===== config.mk =====
export PLATFORM = sky130hd
export DESIGN_NAME = fsp_sequencer
export DESIGN_NICKNAME = d
export VERILOG_FILES = /design/src/fsp_pkg.sv /design/src/fsp_timer.sv /design/src/fsp_sequencer.sv
export SDC_FILE = /design/constraint.sdc
export NUM_CORES = 1
export LEC_CHECK = 0
export ABC_AREA = 0
export CORE_MARGIN = 2
export CORE_UTILIZATION = 48
export CTS_BUF_LIST = sky130_fd_sc_hd__clkbuf_4 sky130_fd_sc_hd__clkbuf_8
export DETAILED_ROUTE_END_ITERATION = 10
export DONT_BUFFER_PORTS = 1
export HOLD_SLACK_MARGIN = 0.08
export PLACE_DENSITY_LB_ADDON = 0.05
export SLEW_MARGIN = 0
export SYNTH_ARGS = -nofsm -noshare
export SYNTH_HDL_FRONTEND = slang
export SYNTH_HIERARCHICAL = 1
export SYNTH_SLANG_ARGS = --single-unit
export TNS_END_PERCENT = 1

===== constraint.sdc =====
create_clock -name SYS_CLK -period 4 [get_ports SYS_CLK]
set_input_delay 0.8 -clock SYS_CLK [delete_from_list [all_inputs] [get_ports SYS_CLK]]
set_output_delay 0.8 -clock SYS_CLK [all_outputs]
set_load 0.02 [all_outputs]

===== src/fsp_pkg.sv =====
// Purpose: constants, input slots and sequencer states shared by the
//          fault-protection sequencer and its qualification timer.
// Assumes: 10 MHz system clock; one microsecond time base.
// Notes:   long counts are in time-base ticks, not clock cycles.
//
// Contract
// - thermal fault: both gates low, both goods low, termination blocks off, no discharge
// - supply above lockout and shutdown_n high: enable internal reference
// - soft-start begins only after reference_valid rises
// - low-side gate held low from reset until switching begins
// - overvoltage with protection selected: latch, goods low, low-side gate high
// - latched overvoltage: termination blocks off, both discharge switches on
// - overvoltage latch clears only by supply cycle or shutdown toggle; the code clears it on toggle or RST, not when lockout drops
// - protection deselected: overvoltage never latched, regulation continues
// - protection deselected: main good still drops on overvoltage
// - protection deselected: discharge switches stay off through shutdown
// - undervoltage over 200 us: latch, goods low, soft-shutdown pulsing low side
// - high-side gate off throughout fault soft-shutdown
// - fault soft-shutdown end: both gates low, discharge on only with protection selected
// - undervoltage and window latches clear only by supply cycle or toggle; the code clears them on toggle or RST, not when lockout drops
// - window violation over 5 ms: latch, goods low, soft-shutdown
// - thermal trip: latch, goods low, shut down
// - thermal restart only by toggle or reset after cooling reported; RST clears the latch without checking cooling
// - soft-shutdown ramps reference to zero over 2.8 ms first
// - window violation drops termination good at once
package fsp_pkg;

	// ----------------------------------------------------------------
	// time base
	// ----------------------------------------------------------------
	localparam int CLK_PERIOD_NS = 100;
	localparam int TICK_PERIOD_NS = 1000;
	localparam int TICK_DIV = TICK_PERIOD_NS / CLK_PERIOD_NS;
	localparam int TICK_W = 4;
	localparam logic [TICK_W-1:0] TICK_LAST = TICK_W'(TICK_DIV - 1);
	localparam int US_PER_TICK = TICK_PERIOD_NS / 1000;

	// ----------------------------------------------------------------
	// qualification and ramp times
	// ----------------------------------------------------------------
	localparam int TMR_W = 16;
	localparam int UV_QUAL_US = 200;
	localparam int TERM_QUAL_MS = 5;
	localparam int SOFT_STOP_US = 2800;
	localparam int SOFT_START_US = 1400;
	localparam int UV_QUAL_TICKS_DEF = UV_QUAL_US / US_PER_TICK;
	localparam int TERM_QUAL_TICKS_DEF = TERM_QUAL_MS * 1000 / US_PER_TICK;
	localparam int SOFT_STOP_TICKS_DEF = SOFT_STOP_US / US_PER_TICK;
	localparam int SOFT_START_TICKS_DEF = SOFT_START_US / US_PER_TICK;

	// ----------------------------------------------------------------
	// synchronised input slots
	// ----------------------------------------------------------------
	localparam int IN_OV = 0;
	localparam int IN_UV = 1;
	localparam int IN_TERM = 2;
	localparam int IN_THERM = 3;
	localparam int IN_COOL = 4;
	localparam int IN_LOCK = 5;
	localparam int IN_REFERENCE_VALID = 6;
	localparam int IN_SHUTDOWN_N = 7;
	localparam int IN_OVPSEL = 8;
	localparam int IN_PWMH = 9;
	localparam int IN_PWML = 10;
	localparam int IN_COUNT = 11;
	localparam logic [IN_COUNT-1:0] IN_RESET = 11'h000;

	// ----------------------------------------------------------------
	// sequencer states
	// ----------------------------------------------------------------
	typedef enum logic [2:0] {
		ST_OFF = 3'h0,
		ST_REF_WAIT = 3'h1,
		ST_SOFT_START = 3'h2,
		ST_RUN = 3'h3,
		ST_SOFT_STOP = 3'h4,
		ST_STOPPED = 3'h5,
		ST_OV_TRIP = 3'h6,
		ST_THERMAL_OFF = 3'h7
	} fsp_state_t;

endpackage


===== src/fsp_timer.sv =====
// Purpose: tick-driven qualification / duration counter.
// Assumes: tick is a one-cycle enable from the time-base divider.
// Notes:   count and expiry drop to zero as soon as run falls.
module fsp_timer
	import fsp_pkg::*;
#(
	parameter int WIDTH = TMR_W
)
(
	input wire logic clk,
	input wire logic rst,
	input wire logic tick,
	input wire logic run,
	input wire logic [WIDTH-1:0] terminal,
	output logic expired
);

	logic [WIDTH-1:0] count;
	logic [WIDTH-1:0] next_count;
	logic next_expired;

	// ----------------------------------------------------------------
	// count while running
	// ----------------------------------------------------------------
	always_comb
	begin
		next_count = count;
		next_expired = expired;
		if (!run)
		begin
			next_count = '0;
			next_expired = 1'b0;
		end
		else
		begin
			if (tick && (count < terminal))
				next_count = count + 1'b1;
			next_expired = (next_count >= terminal);
		end
	end

	always_ff @(posedge clk)
	begin
		if (rst)
		begin
			count <= '0;
			expired <= 1'b0;
		end
		else
		begin
			count <= next_count;
			expired <= next_expired;
		end
	end

endmodule


===== src/fsp_sequencer.sv =====
// Purpose: fault latches, qualification and start/stop sequencing
//          for the memory power controller.
// Assumes: comparator flags arrive asynchronously on pins.
// Notes:   RST is the power-on-reset level; outputs are registered.
module fsp_sequencer
	import fsp_pkg::*;
#(
	parameter logic [TMR_W-1:0] UV_QUAL_TICKS = TMR_W'(UV_QUAL_TICKS_DEF),
	parameter logic [TMR_W-1:0] TERM_QUAL_TICKS =
		TMR_W'(TERM_QUAL_TICKS_DEF),
	parameter logic [TMR_W-1:0] SOFT_STOP_TICKS =
		TMR_W'(SOFT_STOP_TICKS_DEF),
	parameter logic [TMR_W-1:0] SOFT_START_TICKS =
		TMR_W'(SOFT_START_TICKS_DEF)
)
(
	input wire logic SYS_CLK,
	input wire logic RST,
	input wire logic OUTPUT_OVER_FLAG,
	input wire logic OUTPUT_UNDER_FLAG,
	input wire logic TERM_WINDOW_FLAG,
	input wire logic THERMAL_TRIP,
	input wire logic THERMAL_COOLED,
	input wire logic SUPPLY_ABOVE_LOCKOUT,
	input wire logic REFERENCE_VALID,
	input wire logic SHUTDOWN_N,
	input wire logic OVERVOLTAGE_PROTECT_SELECT,
	input wire logic PWM_HIGH_REQ,
	input wire logic PWM_LOW_REQ,
	output logic HIGH_SIDE_GATE_CMD,
	output logic LOW_SIDE_GATE_CMD,
	output logic MAIN_RAIL_GOOD,
	output logic TERM_RAIL_GOOD,
	output logic INTERNAL_REF_EN,
	output logic SOFT_START_CMD,
	output logic REF_RAMP_DOWN,
	output logic TERMINATION_REGULATOR_EN,
	output logic TERMINATION_REFERENCE_BUFFER_EN,
	output logic SENSE_NEGATIVE_NODE_DISCHARGE_EN,
	output logic TERMINATION_DISCHARGE_EN,
	output logic OV_FAULT_LATCHED,
	output logic UV_FAULT_LATCHED,
	output logic TERM_FAULT_LATCHED,
	output logic THERMAL_FAULT_LATCHED
);

	// ----------------------------------------------------------------
	// input synchronisers and time base
	// ----------------------------------------------------------------
	logic [IN_COUNT-1:0] raw_in;
	logic [IN_COUNT-1:0] sync1;
	logic [IN_COUNT-1:0] sync2;
	logic [IN_COUNT-1:0] sync3;
	logic [IN_COUNT-1:0] stable;
	logic [IN_COUNT-1:0] next_stable;
	logic shutdown_n_prev;
	logic [TICK_W-1:0] tick_cnt;
	logic [TICK_W-1:0] next_tick_cnt;
	logic tick;
	logic next_tick;

	assign raw_in[IN_OV] = OUTPUT_OVER_FLAG;
	assign raw_in[IN_UV] = OUTPUT_UNDER_FLAG;
	assign raw_in[IN_TERM] = TERM_WINDOW_FLAG;
	assign raw_in[IN_THERM] = THERMAL_TRIP;
	assign raw_in[IN_COOL] = THERMAL_COOLED;
	assign raw_in[IN_LOCK] = SUPPLY_ABOVE_LOCKOUT;
	assign raw_in[IN_REFERENCE_VALID] = REFERENCE_VALID;
	assign raw_in[IN_SHUTDOWN_N] = SHUTDOWN_N;
	assign raw_in[IN_OVPSEL] = OVERVOLTAGE_PROTECT_SELECT;
	assign raw_in[IN_PWMH] = PWM_HIGH_REQ;
	assign raw_in[IN_PWML] = PWM_LOW_REQ;

	always_comb
	begin
		next_stable = stable;
		for (int i = 0; i < IN_COUNT; i++)
			if (sync2[i] == sync3[i])
				next_stable[i] = sync3[i];
		next_tick = (tick_cnt == TICK_LAST);
		if (tick_cnt == TICK_LAST)
			next_tick_cnt = '0;
		else
			next_tick_cnt = tick_cnt + 1'b1;
	end

	always_ff @(posedge SYS_CLK)
	begin
		if (RST)
		begin
			sync1 <= IN_RESET;
			sync2 <= IN_RESET;
			sync3 <= IN_RESET;
			stable <= IN_RESET;
			shutdown_n_prev <= 1'b0;
			tick_cnt <= '0;
			tick <= 1'b0;
		end
		else
		begin
			sync1 <= raw_in;
			sync2 <= sync1;
			sync3 <= sync2;
			stable <= next_stable;
			shutdown_n_prev <= stable[IN_SHUTDOWN_N];
			tick_cnt <= next_tick_cnt;
			tick <= next_tick;
		end
	end

	// ----------------------------------------------------------------
	// qualified views of the inputs
	// ----------------------------------------------------------------
	logic ov_flag;
	logic uv_flag;
	logic term_flag;
	logic therm_flag;
	logic cooled;
	logic lock_ok;
	logic ref_ok;
	logic shutdown_n_n;
	logic ovp_sel;
	logic pwm_h;
	logic pwm_l;
	logic shutdown_n_rise;

	assign ov_flag = stable[IN_OV];
	assign uv_flag = stable[IN_UV];
	assign term_flag = stable[IN_TERM];
	assign therm_flag = stable[IN_THERM];
	assign cooled = stable[IN_COOL];
	assign lock_ok = stable[IN_LOCK];
	assign ref_ok = stable[IN_REFERENCE_VALID];
	assign shutdown_n_n = stable[IN_SHUTDOWN_N];
	assign ovp_sel = stable[IN_OVPSEL];
	assign pwm_h = stable[IN_PWMH];
	assign pwm_l = stable[IN_PWML];
	assign shutdown_n_rise = shutdown_n_n && !shutdown_n_prev;

	// ----------------------------------------------------------------
	// timers
	// ----------------------------------------------------------------
	fsp_state_t state;
	fsp_state_t next_state;
	logic uv_expired;
	logic term_expired;
	logic stop_done;
	logic start_done;
	logic uv_run;
	logic term_run;

	assign uv_run = uv_flag && (state == ST_RUN);
	assign term_run = term_flag && (state == ST_RUN);

	fsp_timer #(.WIDTH(TMR_W)) u_uv_timer (
		.clk(SYS_CLK),
		.rst(RST),
		.tick(tick),
		.run(uv_run),
		.terminal(UV_QUAL_TICKS),
		.expired(uv_expired)
	);

	fsp_timer #(.WIDTH(TMR_W)) u_term_timer (
		.clk(SYS_CLK),
		.rst(RST),
		.tick(tick),
		.run(term_run),
		.terminal(TERM_QUAL_TICKS),
		.expired(term_expired)
	);

	fsp_timer #(.WIDTH(TMR_W)) u_stop_timer (
		.clk(SYS_CLK),
		.rst(RST),
		.tick(tick),
		.run(state == ST_SOFT_STOP),
		.terminal(SOFT_STOP_TICKS),
		.expired(stop_done)
	);

	fsp_timer #(.WIDTH(TMR_W)) u_start_timer (
		.clk(SYS_CLK),
		.rst(RST),
		.tick(tick),
		.run(state == ST_SOFT_START),
		.terminal(SOFT_START_TICKS),
		.expired(start_done)
	);

	// ----------------------------------------------------------------
	// latches, state and outputs: next values
	// ----------------------------------------------------------------
	logic ov_latch;
	logic uv_latch;
	logic term_latch;
	logic therm_latch;
	logic next_ov_latch;
	logic next_uv_latch;
	logic next_term_latch;
	logic next_therm_latch;
	logic switching;
	logic out_fault;
	logic next_dh;
	logic next_dl;
	logic next_main_good;
	logic next_term_good;
	logic next_ref_en;
	logic next_ss;
	logic next_ramp;
	logic next_vtt_en;
	logic next_termination_reference_buffer_en;
	logic next_dis;

	always_comb
	begin
		switching = (state == ST_SOFT_START) || (state == ST_RUN) ||
			(state == ST_SOFT_STOP);
		next_ov_latch = ov_latch;
		next_uv_latch = uv_latch;
		next_term_latch = term_latch;
		next_therm_latch = therm_latch;
		if (shutdown_n_rise)
		begin
			next_ov_latch = 1'b0;
			next_uv_latch = 1'b0;
			next_term_latch = 1'b0;
		end
		if (shutdown_n_rise && cooled && !therm_flag)
			next_therm_latch = 1'b0;
		if (ovp_sel && ov_flag && switching)
			next_ov_latch = 1'b1;
		if (uv_expired)
			next_uv_latch = 1'b1;
		if (term_expired)
			next_term_latch = 1'b1;
		if (therm_flag)
			next_therm_latch = 1'b1;
		out_fault = next_uv_latch || next_term_latch;

		next_state = state;
		case (state)
			ST_OFF:
				if (lock_ok && shutdown_n_n && !out_fault && !next_ov_latch)
					next_state = ST_REF_WAIT;
			ST_REF_WAIT:
				if (!shutdown_n_n)
					next_state = ST_OFF;
				else if (ref_ok)
					next_state = ST_SOFT_START;
			ST_SOFT_START:
				if (!shutdown_n_n || out_fault)
					next_state = ST_SOFT_STOP;
				else if (start_done)
					next_state = ST_RUN;
			ST_RUN:
				if (!shutdown_n_n || out_fault)
					next_state = ST_SOFT_STOP;
			ST_SOFT_STOP:
				if (stop_done)
					next_state = ST_STOPPED;
			ST_STOPPED:
				if (shutdown_n_n && !out_fault)
					next_state = ST_OFF;
			ST_OV_TRIP:
				if (!next_ov_latch)
					next_state = ST_OFF;
			ST_THERMAL_OFF:
				if (!next_therm_latch)
					next_state = ST_OFF;
			default:
				next_state = ST_OFF;
		endcase
		if (next_therm_latch)
			next_state = ST_THERMAL_OFF;
		else if (!lock_ok)
			next_state = ST_OFF;
		else if (next_ov_latch)
			next_state = ST_OV_TRIP;

		next_dh = 1'b0;
		next_dl = 1'b0;
		next_main_good = 1'b0;
		next_term_good = 1'b0;
		next_ref_en = 1'b0;
		next_ss = 1'b0;
		next_ramp = 1'b0;
		next_vtt_en = 1'b0;
		next_termination_reference_buffer_en = 1'b0;
		next_dis = 1'b0;
		case (next_state)
			ST_OFF:
				next_dis = ovp_sel && !lock_ok;
			ST_REF_WAIT:
			begin
				next_ref_en = 1'b1;
				next_dl = 1'b0;
			end
			ST_SOFT_START:
			begin
				next_ref_en = 1'b1;
				next_ss = 1'b1;
				next_vtt_en = 1'b1;
				next_termination_reference_buffer_en = 1'b1;
				next_dh = pwm_h;
				next_dl = pwm_l;
			end
			ST_RUN:
			begin
				next_ref_en = 1'b1;
				next_vtt_en = 1'b1;
				next_termination_reference_buffer_en = 1'b1;
				next_dh = pwm_h;
				next_dl = pwm_l;
				next_main_good = !ov_flag && !uv_flag;
				next_term_good = !term_flag;
			end
			ST_SOFT_STOP:
			begin
				next_ref_en = 1'b1;
				next_ramp = 1'b1;
				next_vtt_en = 1'b1;
				next_termination_reference_buffer_en = 1'b1;
				next_dh = 1'b0;
				next_dl = pwm_l;
			end
			ST_STOPPED:
			begin
				next_dh = 1'b0;
				next_dl = ovp_sel && !out_fault;
				next_dis = ovp_sel;
			end
			ST_OV_TRIP:
			begin
				next_dl = 1'b1;
				next_dis = 1'b1;
			end
			ST_THERMAL_OFF:
				next_dis = 1'b0;
			default:
				next_dis = 1'b0;
		endcase
	end

	// ----------------------------------------------------------------
	// latches, state and outputs: registers
	// ----------------------------------------------------------------
	always_ff @(posedge SYS_CLK)
	begin
		if (RST)
		begin
			state <= ST_OFF;
			ov_latch <= 1'b0;
			uv_latch <= 1'b0;
			term_latch <= 1'b0;
			therm_latch <= 1'b0;
			HIGH_SIDE_GATE_CMD <= 1'b0;
			LOW_SIDE_GATE_CMD <= 1'b0;
			MAIN_RAIL_GOOD <= 1'b0;
			TERM_RAIL_GOOD <= 1'b0;
			INTERNAL_REF_EN <= 1'b0;
			SOFT_START_CMD <= 1'b0;
			REF_RAMP_DOWN <= 1'b0;
			TERMINATION_REGULATOR_EN <= 1'b0;
			TERMINATION_REFERENCE_BUFFER_EN <= 1'b0;
			SENSE_NEGATIVE_NODE_DISCHARGE_EN <= 1'b0;
			TERMINATION_DISCHARGE_EN <= 1'b0;
			OV_FAULT_LATCHED <= 1'b0;
			UV_FAULT_LATCHED <= 1'b0;
			TERM_FAULT_LATCHED <= 1'b0;
			THERMAL_FAULT_LATCHED <= 1'b0;
		end
		else
		begin
			state <= next_state;
			ov_latch <= next_ov_latch;
			uv_latch <= next_uv_latch;
			term_latch <= next_term_latch;
			therm_latch <= next_therm_latch;
			HIGH_SIDE_GATE_CMD <= next_dh;
			LOW_SIDE_GATE_CMD <= next_dl;
			MAIN_RAIL_GOOD <= next_main_good;
			TERM_RAIL_GOOD <= next_term_good;
			INTERNAL_REF_EN <= next_ref_en;
			SOFT_START_CMD <= next_ss;
			REF_RAMP_DOWN <= next_ramp;
			TERMINATION_REGULATOR_EN <= next_vtt_en;
			TERMINATION_REFERENCE_BUFFER_EN <= next_termination_reference_buffer_en;
			SENSE_NEGATIVE_NODE_DISCHARGE_EN <= next_dis;
			TERMINATION_DISCHARGE_EN <= next_dis;
			OV_FAULT_LATCHED <= next_ov_latch;
			UV_FAULT_LATCHED <= next_uv_latch;
			TERM_FAULT_LATCHED <= next_term_latch;
			THERMAL_FAULT_LATCHED <= next_therm_latch;
		end
	end

endmodule


==> run summary <==
================================================================================
Category of the critical setup timing path                          flop to flop
Count of state elements after synthesis                                      134
# port buffers                                                                 0
Launching element type of the critical path                                 flop
Total Negative Setup Slacks                                                 0 ns
Post-CTS sizing                                                                0
Number of placement rows                                                      49
Post-place instance area                                              9291 sq um
Worst-margin pin slew                                                   1.115 ns
Leading cell type in the layout, fill and taps excluded                  dfxtp_1
Core Region                                                          18090 sq um
Total power consumption of the routed design                            2.833 mW
Number of ports placed on the die boundary                                    28
Leading register cell type out of synthesis                              dfxtp_1
Peak fanout along the critical path                                           16
Root Driver                                                             clkbuf_8
FFs w/ async S/R, synth                                                       0%
Share of the clock period used by the worst path                          93.58%
Final core occ                                                            53.99%
Avg Synthesized Cell Area                                            8.459 sq um
Placer's final routability congestion estimate                            0.7920
Vias in the first global route                                              6480
# clock sinks                                                                134
Starting utilization of the core area                                     49.30%
Number of inserted filler cells in the final layout                         1716
Leading area contributor after synthesis                                 dfxtp_1
Final number of hold-violating endpoints                                       0
Min Clock Period, post-route                                            3.743 ns
WL met1                                                             9671 microns
Fin nets                                                                    1262
Number of antenna violations at the first check in global routing              0
Largest net degree at the start of global routing                             68
Worst skew pair latency                                                  0.44 ns
Data required time at the worst endpoint                                 4.36 ns
Sequential area share after synthesis                                     30.09%
Clock tree buffer depth                                                        2
Wire length of the first global-routing pass                        30950 microns
Top achievable clock speed                                             267.1 MHz
Worst Setup End Kind                                                        flop
Cells taking the most area after synthesis                          dfxtp_1 30%, ha_1 18%, nand2_1 5.3%
Half-perimeter wire length after detailed placement                 13910 microns
Count of H-tree levels built during CTS                                        4
Final Worst Setup Slack                                                0.2566 ns
Commonest cells after routing, fill and taps aside                  134 x dfxtp_1, 130 x ha_1, 127 x nand2_1
Drt drc                                                                        0
Pre-CTS setup slack                                                    0.2815 ns
Total length of routed met2 wires                                   8061 microns
DIE AREA                                                             19680 sq um
Library cells used by synthesis                                               60
Area grow syn2layout                                                      9.514%
Length of routed met3 wiring                                         562 microns
Wire length per cell after detailed routing                         13.53 microns
Detailed Routing Iterations Pass 1                                             5
Total number of vias                                                        7105
EDFF count, synth                                                              0
RSZ-0062 raised after global routing                                          no
Residual overflow from global routing                                          0
Post-CTS setup buffer count                                                    0
Pwr Density                                                         290.2 nW/um^2
Die width                                                           140.3 microns
Mapped Cells                                                                1054
CTS buffer count                                                              17
Final Setup Violations                                                         0
Class of the worst hold path                                        flop to flop
Clock transition at path regs                                            0.08 ns
Cell area after technology mapping                                    8916 sq um
Hold_buf cts                                                                   0
TritonCTS clock tree                                                         yes
Worst-case vdd ir drop                                                 0.2262 mV
Antenna fix cells                                                              0
Total detailed-routing wirelength                                   18420 microns
Warnings, synthesis                                                            6
Lkg Pwr                                                                 4.241 nW
Final number of max-transition violations                                      0
Vertical extent of the die                                          140.3 microns
Relative slew margins                                                     25.49%
Ratio of routed vias to standard cells                                     5.220
Final cell area excluding filler cells                                9764 sq um
Share of cells above drive strength 1                                     7.332%
Max Used Layer                                                              met4
Result of the run                                                   complete, no violations
Overall routing resource usage                                            19.35%
DR iter-0 viols                                                              345
Remaining antenna violation count after routing                                0
Post-synth top area share                                                 30.09%
Max capacitance violation total                                                0
Data arrival time of the critical path                                   4.11 ns
Maximum clock skew at final layout                                    0.01077 ns
================================================================================
==> sequential cells by signal, summed over array words and instances, names as in the netlist, 11 cells and up <==
| register | flops |
|---|---|
| u_stop_timer/count | 16 |
| sync1 | 11 |
| stable | 11 |
| sync2 | 11 |
| u_start_timer/count | 16 |
| u_uv_timer/count | 16 |
| u_term_timer/count | 16 |
| sync3 | 11 |
==> area by class of cell <==
class / count / area, sq um / share of cell area, %
Clock buffer: 21 / 276.5 / 2.832
Clock inverter: 11 / 196.4 / 2.012
Inverter: 83 / 311.5 / 3.191
Multi-Input combinational cell: 876 / 5958 / 61.02
Sequential cell: 134 / 2683 / 27.47
Tap cell: 229 / 286.5 / 2.934
Timing Repair Buffer: 7 / 52.55 / 0.5382
==> logic make-up (layout without fill, tap and decap cells) <==
logic type,after synthesis,count (layout),synth area share (%)
buffers and inverters,110,122,5.866
adders and majority gates,130,130,18.24
DFF,134,134,30.09
other,2,68,0.08423
AOI/OAI and AO/OA,205,205,14.12
and+or+nand+nor,413,413,24.87
xor gates and xnor gates,42,42,4.463
muxes,18,18,2.273
==> synth_stat cells (13+ instances only) <==
master    number
a21oi_1       68
xor2_1        25
xnor2_1       13
nand3_1       28
nor3_1        14
ha_1         130
nor2b_1       39
inv_1         83
or4_1         24
or3_1         20
nand4_1       24
clkbuf_1      14
o21ai_0       47
nand2b_1      17
dfxtp_1      134
o21ai_1       30
nand2_1      127
nor2_1        57
==> routing by layer <==
metal	GRT usage [%]	vias to the layer above
li1	-	3798
met1	27.40	3214
met2	30.31	84
met3	3.521	9
met4	5.423	0
met5	0	-
==> stage by stage <==
step                      hold slack [ns]  cells
final                              0.4368   1361
after global routing               0.3993   1361
after CTS                          0.3951   1361
after detailed placement           0.4227   1329
after global placement             0.4193   1329
after floorplan                    0.4138   1120
==> power breakdown <==
part	leakage, nW	total [mW]	internal, mW	switching (mW)
combinational	2.93	0.132	0.0555	0.0761
sequential	1.09	1.36	1.35	0.00813
clock	0.222	1.34	0.792	0.553
==> worst paths after layout <==
check,slack [ns],depth (start not counted),end,from
worst max-delay path,0.26,13,u_start_timer/expired$_SDFF_PP0_,u_start_timer/count[9]$_SDFF_PP0_
worst min-delay path,0.44,1,sync2[8]$_SDFF_PP0_,sync1[8]$_SDFF_PP0_
worst max register to register,0.26,13,u_start_timer/expired$_SDFF_PP0_,u_start_timer/count[9]$_SDFF_PP0_
worst min register to register,0.44,1,sync2[8]$_SDFF_PP0_,sync1[8]$_SDFF_PP0_
==> worst max-delay path: stages (launching register included) <==
cell and delay (ns):
dfxtp_1 0.37, ha_1 0.32, nand4_1 0.17, or4_1 0.55, o32a_2 0.36, nand3_2 0.23
buf_4 0.23, mux2_4 0.32, ha_1 0.27, a21boi_0 0.16, o21ai_0 0.12, a211oi_1 0.29
o41ai_1 0.13, a21oi_1 0.15
Power figures use the tool's default switching activity.
